`config.mk`:
```
export PLATFORM = sky130hd
export DESIGN_NAME = zsc_top
export DESIGN_NICKNAME = d
export VERILOG_FILES = /design/src/zsc_pkg.sv /design/src/zsc_top.sv /design/src/zsc_di_filter.sv
export VERILOG_INCLUDE_DIRS = /design/src
export SDC_FILE = /design/constraint.sdc
export NUM_CORES = 1
export LEC_CHECK = 0
export BUFFER_PORTS_ARGS = -buffer_cell sky130_fd_sc_hd__buf_2
export CAP_MARGIN = 40
export CELL_PAD_IN_SITES_DETAIL_PLACEMENT = 0
export CELL_PAD_IN_SITES_GLOBAL_PLACEMENT = 1
export CORE_UTILIZATION = 28
export CTS_CLUSTER_SIZE = 8
export DETAILED_ROUTE_END_ITERATION = 12
export GPL_TIMING_DRIVEN = 0
export PLACE_DENSITY_LB_ADDON = 0.1
export SETUP_SLACK_MARGIN = 0.5
export SYNTH_ARGS = -nofsm -noshare
export SYNTH_HDL_FRONTEND = slang
export SYNTH_SLANG_ARGS = --single-unit
```
`constraint.sdc`:
```
create_clock -name clk -period 2.95 [get_ports clk]
set_clock_uncertainty 0.05 [all_clocks]
set_input_delay 0.295 -clock clk [delete_from_list [all_inputs] [get_ports clk]]
set_output_delay 0.295 -clock clk [all_outputs]
set_load 0.03 [all_outputs]
```
`src/zsc_map.svh`:
```
`ifndef ZSC_MAP_SVH
`define ZSC_MAP_SVH
// widths and counts
`define ZSC_SPD_W 16
`define ZSC_POS_W 32
`define ZSC_NUM_DI 5
`define ZSC_NUM_DO 3
`define ZSC_FUNC_W 6
`define ZSC_FILT_W 16
// offset scaling: pulses per lap
`define ZSC_PULSES_PER_LAP 32'h0000_2710
// clamp mode encodings
`define ZSC_MODE_FORCE_ZERO 2'h0
`define ZSC_MODE_HOLD_STOP 2'h1
`define ZSC_MODE_HOLD_INDEX 2'h2
// input function codes
`define ZSC_DI_FN_NONE 6'h00
`define ZSC_DI_FN_CLAMP 6'h01
`define ZSC_DI_FN_SRV_ON 6'h02
// output function codes
`define ZSC_DO_FN_NONE 6'h00
`define ZSC_DO_FN_CLAMP 6'h01
`define ZSC_DO_FN_BRAKE 6'h02
`define ZSC_DO_FN_STILL 6'h03
// reset values
`define ZSC_RST_POS 32'h0000_0000
`define ZSC_RST_FILT 16'h0000
`endif

```
`src/zsc_pkg.sv`:
```
`include "zsc_map.svh"
package zsc_pkg;
   typedef enum logic [1:0] {
      ZSC_ST_FREE = 2'b00,
      ZSC_ST_ZERO = 2'b01,
      ZSC_ST_HOLD = 2'b10
   } zsc_state_t;

   // clamp settings group
   typedef struct packed {
      logic [`ZSC_SPD_W-1:0] zero_thr;
      logic [`ZSC_SPD_W-1:0] zero_hyst;
      logic [1:0] mode;
      logic signed [15:0] offset_laps;
      logic signed [15:0] offset_pulses;
   } zsc_clamp_cfg_t;

   // command output group
   typedef struct packed {
      logic speed_mode;
      logic zero_speed_cmd;
      logic pos_mode;
      logic [`ZSC_POS_W-1:0] pos_target;
   } zsc_cmd_t;
endpackage

```
`src/zsc_top.sv`:
```
`timescale 1ns/1ps
`include "zsc_map.svh"
module zsc_top #(
   parameter int NUM_DI = `ZSC_NUM_DI,
   parameter int NUM_DO = `ZSC_NUM_DO,
   parameter int FW = `ZSC_FUNC_W
) (
   // clock and reset
   input wire logic clk,
   input wire logic arst_n,
   // motor feedback (drive clock domain)
   input wire logic signed [`ZSC_SPD_W-1:0] motor_speed,
   input wire logic signed [`ZSC_POS_W-1:0] motor_pos,
   input wire logic index_pulse,
   input wire logic speed_ctrl_mode,
   // clamp settings
   input wire zsc_pkg::zsc_clamp_cfg_t clamp_cfg,
   input wire logic [`ZSC_SPD_W-1:0] brake_still_thr,
   // input conditioning settings
   input wire logic [`ZSC_FILT_W-1:0] di_filt_cycles,
   input wire logic [NUM_DI*FW-1:0] di_func,
   input wire logic [3:0] di_inv_mask_lo,
   input wire logic [3:0] di_inv_mask_hi,
   // output conditioning settings
   input wire logic [NUM_DO*FW-1:0] do_func,
   input wire logic [3:0] do_inv_mask,
   input wire logic brake_output,
   // digital pins
   input wire logic [NUM_DI-1:0] di_pin,
   output logic [NUM_DO-1:0] do_pin,
   // status and command
   output logic clamp_request_input,
   output logic servo_on_input,
   output logic clamp_active_state,
   output logic motor_still,
   output zsc_pkg::zsc_cmd_t cmd
);
   import zsc_pkg::*;

   // ---- digital inputs
   logic [NUM_DI-1:0] di_s1_reg;
   logic [NUM_DI-1:0] di_s2_reg;
   logic [NUM_DI-1:0] di_filt;
   logic [NUM_DI-1:0] di_inv;
   logic [NUM_DI-1:0] di_logic;
   wire [NUM_DI-1:0] di_mask = {di_inv_mask_hi[0], di_inv_mask_lo};

   // two-flop synchroniser on the pins
   always_ff @(posedge clk or negedge arst_n) begin
      if (!arst_n) begin
         di_s1_reg <= '0;
         di_s2_reg <= '0;
      end else begin
         di_s1_reg <= di_pin;
         di_s2_reg <= di_s1_reg;
      end
   end

   // per-input filter, inversion, function decode
   logic [NUM_DI-1:0] hit_clamp;
   logic [NUM_DI-1:0] hit_srv;
   genvar gi;
   generate
      for (gi = 0; gi < NUM_DI; gi++) begin : g_di
         zsc_di_filter #(.W(`ZSC_FILT_W)) u_filt (
            .clk(clk),
            .arst_n(arst_n),
            .din_sync(di_s2_reg[gi]),
            .filt_cycles(di_filt_cycles),
            .dout(di_filt[gi])
         );
         assign di_inv[gi] = di_filt[gi] ^ di_mask[gi];
         // code 0 matches no function
         assign hit_clamp[gi] = di_inv[gi] && (di_func[gi*FW +: FW] == FW'(`ZSC_DI_FN_CLAMP));
         assign hit_srv[gi] = di_inv[gi] && (di_func[gi*FW +: FW] == FW'(`ZSC_DI_FN_SRV_ON));
      end
   endgenerate
   assign di_logic = di_inv;
   wire clamp_req = |hit_clamp;
   wire srv_req = |hit_srv;

   // ---- speed comparisons
   wire [`ZSC_SPD_W-1:0] spd_abs = motor_speed[`ZSC_SPD_W-1] ?
      `ZSC_SPD_W'(-motor_speed) : `ZSC_SPD_W'(motor_speed);
   wire [`ZSC_SPD_W:0] release_lvl = {1'b0, clamp_cfg.zero_thr} + {1'b0, clamp_cfg.zero_hyst};
   wire below_zero = spd_abs < clamp_cfg.zero_thr;
   wire above_release = {1'b0, spd_abs} > release_lvl;
   wire still_now = spd_abs < brake_still_thr;

   // ---- offset from index: laps * 10000 + pulses, signed
   wire signed [`ZSC_POS_W-1:0] laps_ext = `ZSC_POS_W'(clamp_cfg.offset_laps);
   wire signed [`ZSC_POS_W-1:0] puls_ext = `ZSC_POS_W'(clamp_cfg.offset_pulses);
   wire signed [`ZSC_POS_W-1:0] offset_pulses =
      `ZSC_POS_W'(laps_ext * $signed(`ZSC_PULSES_PER_LAP)) + puls_ext;
   // positive counts toward CCW (increasing position)
   logic signed [`ZSC_POS_W-1:0] index_pos_reg;
   wire signed [`ZSC_POS_W-1:0] index_target = `ZSC_POS_W'(index_pos_reg + offset_pulses);

   // latch position at each index pulse
   always_ff @(posedge clk or negedge arst_n) begin
      if (!arst_n) begin
         index_pos_reg <= `ZSC_RST_POS;
      end else if (index_pulse) begin
         index_pos_reg <= motor_pos;
      end
   end

   // ---- clamp state machine
   zsc_state_t state_reg;
   zsc_state_t state_next;
   logic [`ZSC_POS_W-1:0] hold_pos_reg;
   logic [`ZSC_POS_W-1:0] hold_pos_next;
   wire clamp_enter = speed_ctrl_mode && clamp_req && below_zero;
   wire clamp_leave = above_release || !clamp_req || !speed_ctrl_mode;

   always_comb begin
      state_next = state_reg;
      hold_pos_next = hold_pos_reg;
      case (state_reg)
         ZSC_ST_FREE: begin
            if (clamp_enter) begin
               case (clamp_cfg.mode)
                  `ZSC_MODE_FORCE_ZERO: begin
                     state_next = ZSC_ST_ZERO;
                  end
                  `ZSC_MODE_HOLD_STOP: begin
                     state_next = ZSC_ST_HOLD;
                     hold_pos_next = motor_pos;
                  end
                  `ZSC_MODE_HOLD_INDEX: begin
                     state_next = ZSC_ST_HOLD;
                     hold_pos_next = index_target;
                  end
                  default: begin
                     state_next = ZSC_ST_ZERO;
                  end
               endcase
            end
         end
         ZSC_ST_ZERO, ZSC_ST_HOLD: begin
            if (clamp_leave) begin
               state_next = ZSC_ST_FREE;
            end
         end
         default: begin
            state_next = ZSC_ST_FREE;
         end
      endcase
   end

   // state and held position
   always_ff @(posedge clk or negedge arst_n) begin
      if (!arst_n) begin
         state_reg <= ZSC_ST_FREE;
         hold_pos_reg <= `ZSC_RST_POS;
      end else begin
         state_reg <= state_next;
         hold_pos_reg <= hold_pos_next;
      end
   end

   // ---- registered status and command outputs
   logic still_reg;
   zsc_cmd_t cmd_reg;
   wire in_hold = state_reg == ZSC_ST_HOLD;
   wire in_zero = state_reg == ZSC_ST_ZERO;
   always_ff @(posedge clk or negedge arst_n) begin
      if (!arst_n) begin
         still_reg <= 1'b0;
         cmd_reg <= '0;
      end else begin
         still_reg <= still_now;
         cmd_reg.speed_mode <= speed_ctrl_mode && !in_hold;
         cmd_reg.zero_speed_cmd <= in_zero;
         cmd_reg.pos_mode <= in_hold;
         cmd_reg.pos_target <= hold_pos_reg;
      end
   end

   // ---- digital outputs: select, then invert
   logic [NUM_DO-1:0] do_sel;
   logic [NUM_DO-1:0] do_reg;
   wire [NUM_DO-1:0] do_mask = do_inv_mask[NUM_DO-1:0]; // bit3 reserved
   genvar go;
   generate
      for (go = 0; go < NUM_DO; go++) begin : g_do
         wire [FW-1:0] fn = do_func[go*FW +: FW];
         assign do_sel[go] = (fn == FW'(`ZSC_DO_FN_CLAMP)) ? (state_reg != ZSC_ST_FREE) :
                             (fn == FW'(`ZSC_DO_FN_BRAKE)) ? brake_output :
                             (fn == FW'(`ZSC_DO_FN_STILL)) ? still_reg :
                             1'b0;
      end
   endgenerate

   // output flops after inversion
   always_ff @(posedge clk or negedge arst_n) begin
      if (!arst_n) begin
         do_reg <= '0;
      end else begin
         do_reg <= do_sel ^ do_mask;
      end
   end

   assign do_pin = do_reg;
   assign clamp_request_input = clamp_req;
   assign servo_on_input = srv_req;
   assign clamp_active_state = state_reg != ZSC_ST_FREE;
   assign motor_still = still_reg;
   assign cmd = cmd_reg;
   wire unused_ok = ^di_logic;
endmodule

```
`src/zsc_di_filter.sv`:
```
`timescale 1ns/1ps
`include "zsc_map.svh"
// debounce: output follows input once it has differed for filt_cycles+1 cycles
module zsc_di_filter #(
   parameter int W = `ZSC_FILT_W
) (
   // clock and reset
   input wire logic clk,
   input wire logic arst_n,
   // data
   input wire logic din_sync,
   input wire logic [W-1:0] filt_cycles,
   output logic dout
);
   import zsc_pkg::*;
   logic [W-1:0] cnt_reg;
   logic dout_reg;
   wire differs = din_sync != dout_reg;
   wire expired = cnt_reg >= filt_cycles;

   // count stable cycles of a differing level
   always_ff @(posedge clk or negedge arst_n) begin
      if (!arst_n) begin
         cnt_reg <= '0;
         dout_reg <= 1'b0;
      end else if (!differs) begin
         cnt_reg <= '0;
      end else if (expired) begin
         dout_reg <= din_sync;
         cnt_reg <= '0;
      end else begin
         cnt_reg <= cnt_reg + W'(1);
      end
   end
   assign dout = dout_reg;
endmodule

```
# Word-level counts from Yosys, hierarchy flattened
# Cells that the tools add are included.
[totals]
reg_bits = 200
input_bits = 216
word_cells = 132
[classes]
n_lt_le_gt_ge = 8
addsub = 9
multipliers = 1
bitwise = 6
n_eq_ne = 30
n_reduce_logical = 32
n_mux = 25
[ops]
columns = ["operator", "count"]
rows = [
  ["16-bit 2-to-1 mux", 11],
  ["16-bit by 1-bit adder with 16-bit output, second input constant", 5],
  ["16-bit greater-or-equal comparator", 5],
  ["6-bit by 2-bit == test with 1-bit output, second input constant", 11],
  ["32-bit case mux with 2 select lines", 1],
  ["6-bit by 1-bit == test with 1-bit output, second input constant", 8],
  ["31-bit by 16-bit adder with 32-bit output", 1],
  ["32-bit adder", 1],
  ["16-bit < comparator", 2],
  ["16-bit by 11-bit multiplier with 27-bit output, second input constant", 1],
  ["16-bit by 16-bit adder with 17-bit output", 1],
  ["16-bit by 17-bit > comparator with 1-bit output", 1],
  ["16-bit negator", 1],
  ["1-bit logical AND", 13],
  ["2-bit AND reduction", 6],
  ["5-bit OR reduction", 2],
  ["1-bit 2-to-1 mux", 9],
  ["2-bit 2-to-1 mux", 3],
  ["1-bit != test", 5],
  ["1-bit XOR", 5],
  ["2-bit by 1-bit == test with 1-bit output, second input constant", 2],
  ["2-bit == test, second input constant", 2],
  ["2-bit != test, second input constant", 2],
  ["2-bit case mux with 2 select lines", 1],
  ["other kinds (7)", 12],
]

# Logic depth before layout (Yosys ltp)
# Gate-level depths: netlist (run 1).
[depth]
ltp_word = 8
ltp_mapped = 29
depth_no_buf = 28

# Hierarchy
# A second synthesis (run 1) with hierarchy kept.
[unflattened]
cells_unflattened = 1863
area_unflattened_um2 = 17707.0
[by_module_without_submodules]
columns = ["mod", "area_each_um2", "n_inst", "cells_per_inst", "seq_area_each_um2"]
rows = [
  ["zsc_top", 11606.1, 1, 1227, 2877.8],
  ["zsc_di_filter (g_di[0].u_filt ...)", 1223.7, 4, 126, 425.4],
  ["zsc_di_filter (g_di[4].u_filt)", 1206.2, 1, 132, 425.4],
]

# Least setup slack after synthesis (run 1)
# OpenSTA, ideal clock, no wires.
[synth_path]
kind = "input port to flip-flop"
from = "in clamp_cfg[20] (netlist name)"
to = "reg hold_pos_reg[31]"
arrival_time_ps = 6253
n_path_buf = 0
setup_time_ps = 76
stages = 27
path_slack_ps = -3430
cell_sequence = "ha_1 ha_1 inv_1 fa_1 inv_1 fa_1 inv_1 fa_1 inv_1 ha_1 o21a_1 o31a_4 nor4_4 o31ai_2 o31a_2 a21o_1 a21oi_1 xnor2_1 fa_1 ha_1 a21o_1 a21o_1 a21oi_1 o21ai_0 o21ai_0 xnor3_1 o21ai_1"
[synth_via]
elab_chain_cells = 4
[synth_lines]
columns = ["element", "line_no", "rtl"]
rows = [
  ["start, declared", "zsc_top.sv:17", "input wire zsc_pkg::zsc_clamp_cfg_t clamp_cfg,"],
  ["16-bit by 11-bit multiplier with 27-bit output", "zsc_top.sv:94", "`ZSC_POS_W'(laps_ext * $signed(`ZSC_PULSES_PER_LAP)) + puls_ext;"],
  ["31-bit by 16-bit adder with 32-bit output (no line)", "n/a", ""],
  ["32-bit adder", "zsc_top.sv:97", "wire signed [`ZSC_POS_W-1:0] index_target = `ZSC_POS_W'(index_pos_reg + offset_pulses);"],
  ["32-bit case mux with 2 select lines", "zsc_top.sv:122", "case (clamp_cfg.mode)"],
  ["end signal, assigned", "zsc_top.sv:155", "hold_pos_reg <= `ZSC_RST_POS;"],
  ["end signal, assigned", "zsc_top.sv:158", "hold_pos_reg <= hold_pos_next;"],
  ["end, declared", "zsc_top.sv:111", "logic [`ZSC_POS_W-1:0] hold_pos_reg;"],
]
# No other way between the ends.
# A chain may end at the register's enable or synchronous reset.

# Worst setup path in the final report (run 1)
[layout_path]
from = "in clamp_cfg[20] (netlist name)"
to = "reg hold_pos_reg[30]"
# The elaborated chain is that of the path after synthesis.

==> impl_metrics.tcl, run 1 <==
set metrics [dict create \
    leakage_nw 11.13 \
    num_io_pins 258 \
    cts-buffers-inserted 17 \
    yosysUniqueCellTypes 63 \
    p_clk_share_pct 9.7 \
    crit_arrival_ns 6.08 \
    post_route_cells_drive_above_1_share_pct 32.77 \
    setup.worst_path.start_class "input pin" \
    clock_path_buffers 2 \
    grt_usage_pct 17.12 \
    rows 90 \
    fin_tns_setup_ns -44.68 \
    switching_share_pct 45.61 \
    clock_sinks 200 \
    netSwitchingPower_mw 11.37 \
    fmax_ghz 0.1740 \
    p_int_mw 13.57 \
    path_clk_slew_ns 0.08 \
    die_area_mm2 0.06197 \
    fp.dieW_um 248.9 \
    violations "setup timing" \
    postRouteAntennaNets 0 \
    maxSlewViolCount 0 \
    p_seq_share_pct 13.4 \
    clockRootBuffer "clkbuf_16" \
    status "complete, but fails checks" \
    totalWireLength_um 51740 \
    maxSlewHeadroom_pct 44.05 \
    htree_levels 4 \
    fin_util_pct 38.42 \
    netlist_area_mm2 0.01708 \
    power_frac_comb_pct 76.9 \
    ys_async_sr_fraction_pct 100.0 \
    syn_inst 1800 \
    cts_tree "done" \
    grt_setup_unrepaired "true" \
    clock_latency_ns 0.49 \
    period_needed_ns 5.746 \
    cp_max_fo 5 \
    num_vias 13840 \
    chipHeight_um 248.9 \
    holdCritPathClass "in -> reg" \
    port_buffers 253 \
    drtPass1Iterations 4 \
    start_util_pct 28.29 \
    cap_violations 0 \
    end_kind "register" \
    max_slew.worst_pin.slew_ns 0.8393 \
    avgRoutedWirePerCell_um 17.33 \
    timing_hold_violations_final 0 \
    fillers 6037 \
    fp.coreArea_mm2 0.06036 \
    largest_reg_flops 80 \
    synth-seq-cells 200 \
    syn2layout_area_growth_pct 35.82 \
    hpwl_um 40760 \
    antenna_found_initial 5 \
    gp_congestion 0.8213 \
    syn_avg_cell_area_um2 9.486 \
    grt_pass1_vias 14400 \
    layout_setup_ws_ns -2.796 \
    nNetsFinal 2747 \
    crit_type "in -> reg" \
    grt_pass1_wl_um 81940 \
    yosys_most_used_dff "dfrtp_1" \
    drc 0 \
    synth_edf_count 0 \
    yosysWarnings 0 \
    ys_seq_area_share_pct 29.31 \
    cp.required_ns 3.28 \
    drtIter0Drc 542 \
    grt_overflow 0 \
    syn_nets 2360 \
    grt_max_degree 103 \
    ir_drop_mv 0.9888 \
    p_per_area_mw_per_mm2 1075 \
    finalSetupViolCount 27 \
    fin_crit_sh_pct 194.8 \
    viasPerCell 4.637 \
]
-- stage by stage --
stage                     hold WS (ns)  total power [mW]  instances  setup WS [ns]  instance area [um^2]
after CTS                     0.006260             23.75       2960         -2.769                 22450
final                          0.04936             24.94       2985         -2.796                 23190
after floorplan               -0.05059             14.57       1800         -2.894                 17610
after global routing           0.01184             27.02       2985         -3.013                 23190
after detailed placement       0.08992             18.02       2838         -3.692                 19930
after global placement          0.2886             18.09       2835         -3.689                 19860
-- area by class of cell --
| cell class | instances | area [um^2] | share of cell area [%] |
|---|---|---|---|
| sequential | 200 | 5006 | 21.59 |
| tap | 782 | 978.4 | 4.219 |
| inverter | 238 | 893.4 | 3.852 |
| clock buffer | 17 | 425.4 | 1.834 |
| antenna | 3 | 7.507 | 0.03237 |
| clock inverter | 15 | 152.6 | 0.6582 |
| multi-input combinational | 1333 | 13010 | 56.10 |
| timing repair buffer | 368 | 2459 | 10.60 |
| buffer | 29 | 260.3 | 1.122 |
-- power groups by stage --
stage / combinational [mW] / clock (mW) / sequential (mW)
finish: 19.2 / 2.41 / 3.35
global route: 21.0 / 2.64 / 3.39
CTS: 17.8 / 2.54 / 3.35
detailed placement: 14.6 / 0 / 3.40
global placement: 14.7 / 0 / 3.40
floorplan: 10.9 / 0 / 3.65
-- critical path, stage by stage --
cell and delay (ns):
buf_12 0.11, ha_4 0.24, ha_4 0.25, inv_2 0.03, fa_1 0.47, inv_1 0.05
fa_1 0.47, inv_1 0.05, fa_1 0.49, inv_2 0.05, ha_4 0.21, o21a_1 0.11
o31a_4 0.13, nor4_4 0.32, o31ai_4 0.10, buf_4 0.15, o311a_1 0.30, or2_4 0.24
xor2_2 0.15, fa_1 0.52, ha_4 0.23, a21o_1 0.17, a21oi_2 0.18, nor3b_4 0.21
a21oi_2 0.09, xnor2_1 0.19, a211oi_1 0.10, a21o_1 0.18
-- cells in the mapped netlist, drive strengths merged (22+ instances only) --
cell type	number	area share [%]
nor2	138	3.0
a21o	58	2.6
o21ai	120	3.5
xnor2	81	4.2
a21oi	75	2.2
mux2	28	1.8
clkbuf	25	0.55
and3	22	0.81
inv	238	5.2
xor2	69	3.6
dfrtp	200	29
mux2i	22	1.3
a211oi	22	0.97
nand2	109	2.4
nand3	49	1.4
ha	270	20
fa	74	8.7
-- cells by family after synthesis --
| logic type | after synthesis | share of synthesized area (%) |
|---|---|---|
| AO/OA/AOI/OAI | 354 | 13.12 |
| XOR/XNOR | 151 | 7.870 |
| adder cells (fa/ha/maj) | 344 | 28.46 |
| buffers and inverters | 267 | 5.869 |
| flip-flops | 200 | 29.31 |
| multiplexers | 50 | 3.136 |
| AND/OR/NAND/NOR | 434 | 12.23 |
-- final timing paths --
path | startpoint | to | slack, ns | cells past startpoint
max | clamp_cfg[20] | hold_pos_reg[30] | -2.80 | 28
min | motor_pos[25] | index_pos_reg[25] | 0.05 | 2
max reg2reg | index_pos_reg[9] | hold_pos_reg[28] | -0.48 | 15
min reg2reg | di_s1_reg[1] | di_s2_reg[1] | 0.31 | 0
max in group asynchronous | arst_n | cmd[32] | 1.45 | 4
min in group asynchronous | arst_n | cmd[33] | 0.18 | 2
-- placed cells by master, fill, tap and decap left out, types with 53 or more instances in the layout --
master,Yosys,routed
a21o_1,57,56
buf_4,0,78
nor2_1,138,70
xnor2_1,81,70
dfrtp_1,200,199
buf_2,0,235
nand2_1,109,97
o21ai_0,110,53
xor2_1,68,61
ha_1,270,218
fa_1,74,70
inv_1,238,223
-- metal layers --
metal | up-vias | global-route usage (%) | routed length [um]
met4 | 4 | 3.620 | 847
met2 | 179 | 30.66 | 26350
met5 | - | 0 | 31
li1 | 6944 | - | -
met1 | 6672 | 21.33 | 22960
met3 | 42 | 3.030 | 1549
-- what timing repair did --
| item | CTS | global route |
|---|---|---|
| gates resized for setup | 241 | 144 |
| pin swaps | 214 | 90 |
| endpoints found under the setup margin | 121 | 121 |
| endpoints found under the hold margin | 128 | 0 |
| buffers inserted | 51 | 22 |
| hold buffers | 31 | 0 |
| cloned | 8 | 0 |
No activity file was read; power rests on OpenSTA's default activity.
==> inputs of run 2 (changes only) <==
--- a/config.mk
+++ b/config.mk
@@ -15,6 +15,7 @@
 export DETAILED_ROUTE_END_ITERATION = 12
 export GPL_TIMING_DRIVEN = 0
 export PLACE_DENSITY_LB_ADDON = 0.1
+export RECOVER_POWER = 50
 export SETUP_SLACK_MARGIN = 0.5
 export SYNTH_ARGS = -nofsm -noshare
 export SYNTH_HDL_FRONTEND = slang
==> impl_metrics.tcl, run 2 (synthesis results as in run 1) <==
set metrics [dict create \
    status "complete, but fails checks" \
    violations "setup timing" \
    cp_slowest_cell "fa_1" \
    layout_commonest_cell "inv_1" \
    syn2layout_area_growth_pct 35.42 \
    layout_setup_ws_ns -2.811 \
    end_kind "register" \
    start_util_pct 28.29 \
    drc 0 \
    maxSlewHeadroom_pct 11.76 \
    num_vias 13860 \
    crit_arrival_ns 6.09 \
    hp-start "motor_pos[25]" \
    ir_drop_mv 0.9891 \
    htree_levels 4 \
    grt_usage_pct 17.12 \
    fp.dieW_um 248.9 \
    totalWireLength_um 51820 \
    r2r-end "hold_pos_reg[28]" \
    placed_cells 2838 \
    drtPass1Iterations 5 \
    cts-buffers-inserted 17 \
    nNetsFinal 2747 \
    p_per_area_mw_per_mm2 1078 \
    reg2reg_depth 15 \
    fp.coreArea_mm2 0.06036 \
    worstHoldEndpoint "index_pos_reg[25]" \
    avgRoutedWirePerCell_um 17.36 \
    maxSlewViolCount 0 \
    max_slew.worst_pin.slew_ns 1.324 \
    gp_congestion 0.8213 \
    grt_max_degree 103 \
    clock_sinks 200 \
    layout_common_cells "223 x inv_1, 218 x ha_1, 205 x buf_2" \
    holdCritPathClass "in -> reg" \
    timing_hold_violations_final 0 \
    finalNonFillerCells 2985 \
    period_needed_ns 5.761 \
    clock_latency_ns 0.49 \
    ff2ff_setup_slack_ns -0.49 \
    antenna_found_initial 5 \
    largest_reg_flops 80 \
    cp.required_ns 3.28 \
    fin_crit_sh_pct 195.3 \
    post_route_cells_drive_above_1_share_pct 31.36 \
    grt_pass1_wl_um 81940 \
    grt_setup_unrepaired "true" \
    stdcell_area_mm2 0.02312 \
    clockRootBuffer "clkbuf_16" \
    placed_cell_area_mm2 0.01993 \
    hpwl_um 40760 \
    num_io_pins 258 \
    r2r_start "index_pos_reg[9]" \
    clock_path_buffers 2 \
    port_buffers 253 \
    setup.worst_path.start_class "input pin" \
    rows 90 \
    drtIter0Drc 526 \
    postRouteAntennaNets 0 \
    viasPerCell 4.644 \
    path_clk_slew_ns 0.08 \
    grt_overflow 0 \
    leakage_nw 11.00 \
    cp_max_fo 5 \
    crit_type "in -> reg" \
    hold_depth 2 \
    fmax_ghz 0.1736 \
    cts_tree "done" \
    die_area_mm2 0.06197 \
    slowest_delay_ns 0.52 \
    whs_ns 0.04725 \
    chipHeight_um 248.9 \
    fillers 6052 \
    finalSetupViolCount 30 \
    cap_violations 0 \
    grt_pass1_vias 14400 \
]
-- run 2: what timing repair did --
| item | CTS | global route |
|---|---|---|
| endpoints found under the hold margin | 128 | 0 |
| setup endpoints to repair | 121 | 121 |
| resized for setup | 241 | 144 |
| setup buffers | 51 | 22 |
| gates cloned | 8 | 0 |
| pin swaps | 214 | 90 |
| hold buffers | 31 | 0 |
-- run 2: how the worst max path moves through the flow --
stage / startpoint / end / slack (ns)
after global placement: clamp_cfg[25] / hold_pos_reg[30] / -3.69
after global routing: clamp_cfg[28] / hold_pos_reg[30] / -3.01
after CTS: clamp_cfg[20] / hold_pos_reg[28] / -2.77
after floorplan: clamp_cfg[20] / hold_pos_reg[29] / -2.89
final: clamp_cfg[20] / hold_pos_reg[30] / -2.81
after detailed placement: clamp_cfg[20] / hold_pos_reg[30] / -3.69
-- run 2: layout make-up --
class | instances | area [um^2] | area share (%)
multi-input cells | 1333 | 13010 | 56.26
plain buffers | 29 | 260.3 | 1.125
well taps | 782 | 978.4 | 4.231
clock buffers | 17 | 425.4 | 1.840
inverters | 238 | 893.4 | 3.863
diodes | 3 | 7.507 | 0.03247
clock inverters | 15 | 152.6 | 0.6601
repair buffers | 368 | 2390 | 10.33
flip-flops and latches | 200 | 5006 | 21.65
-- run 2: layer usage --
layer / up-vias / track usage [%] / part of all wire, %
met2: 186 / 30.66 / 51
met5: - / 0 / 0.060
met4: 4 / 3.620 / 1.6
li1: 6952 / - / -
met1: 6681 / 21.33 / 45
met3: 40 / 3.030 / 2.7
-- run 2: where the power goes --
group          internal (mW)  switching, mW  leakage (nW)
clock                   1.13           1.28         0.277
sequential              3.12          0.227          2.63
combinational           9.27           9.88          8.09
total                   13.5           11.4          11.0
-- run 2: worst max-delay path: cells and delay by family --
| family | cells | cell delay (ns) |
|---|---|---|
| adders and majority gates | 8 | 2.88 |
| AOI/OAI and AO/OA | 9 | 1.36 |
| and+or+nand+nor | 3 | 0.78 |
| buffers and inverters | 6 | 0.44 |
| xor gates and xnor gates | 2 | 0.34 |
-- run 2: stage by stage --
step	utilization [%]	TNS [ns]	setup slack [ns]	power [mW]
floorplan	-	-47.28	-2.894	14.57
global placement	32.90	-588.26	-3.689	18.09
detailed placement	33.01	-81.16	-3.692	18.02
CTS	37.20	-44.17	-2.769	23.75
global route	38.31	-102.27	-3.013	26.99
finish	38.31	-44.78	-2.811	24.92
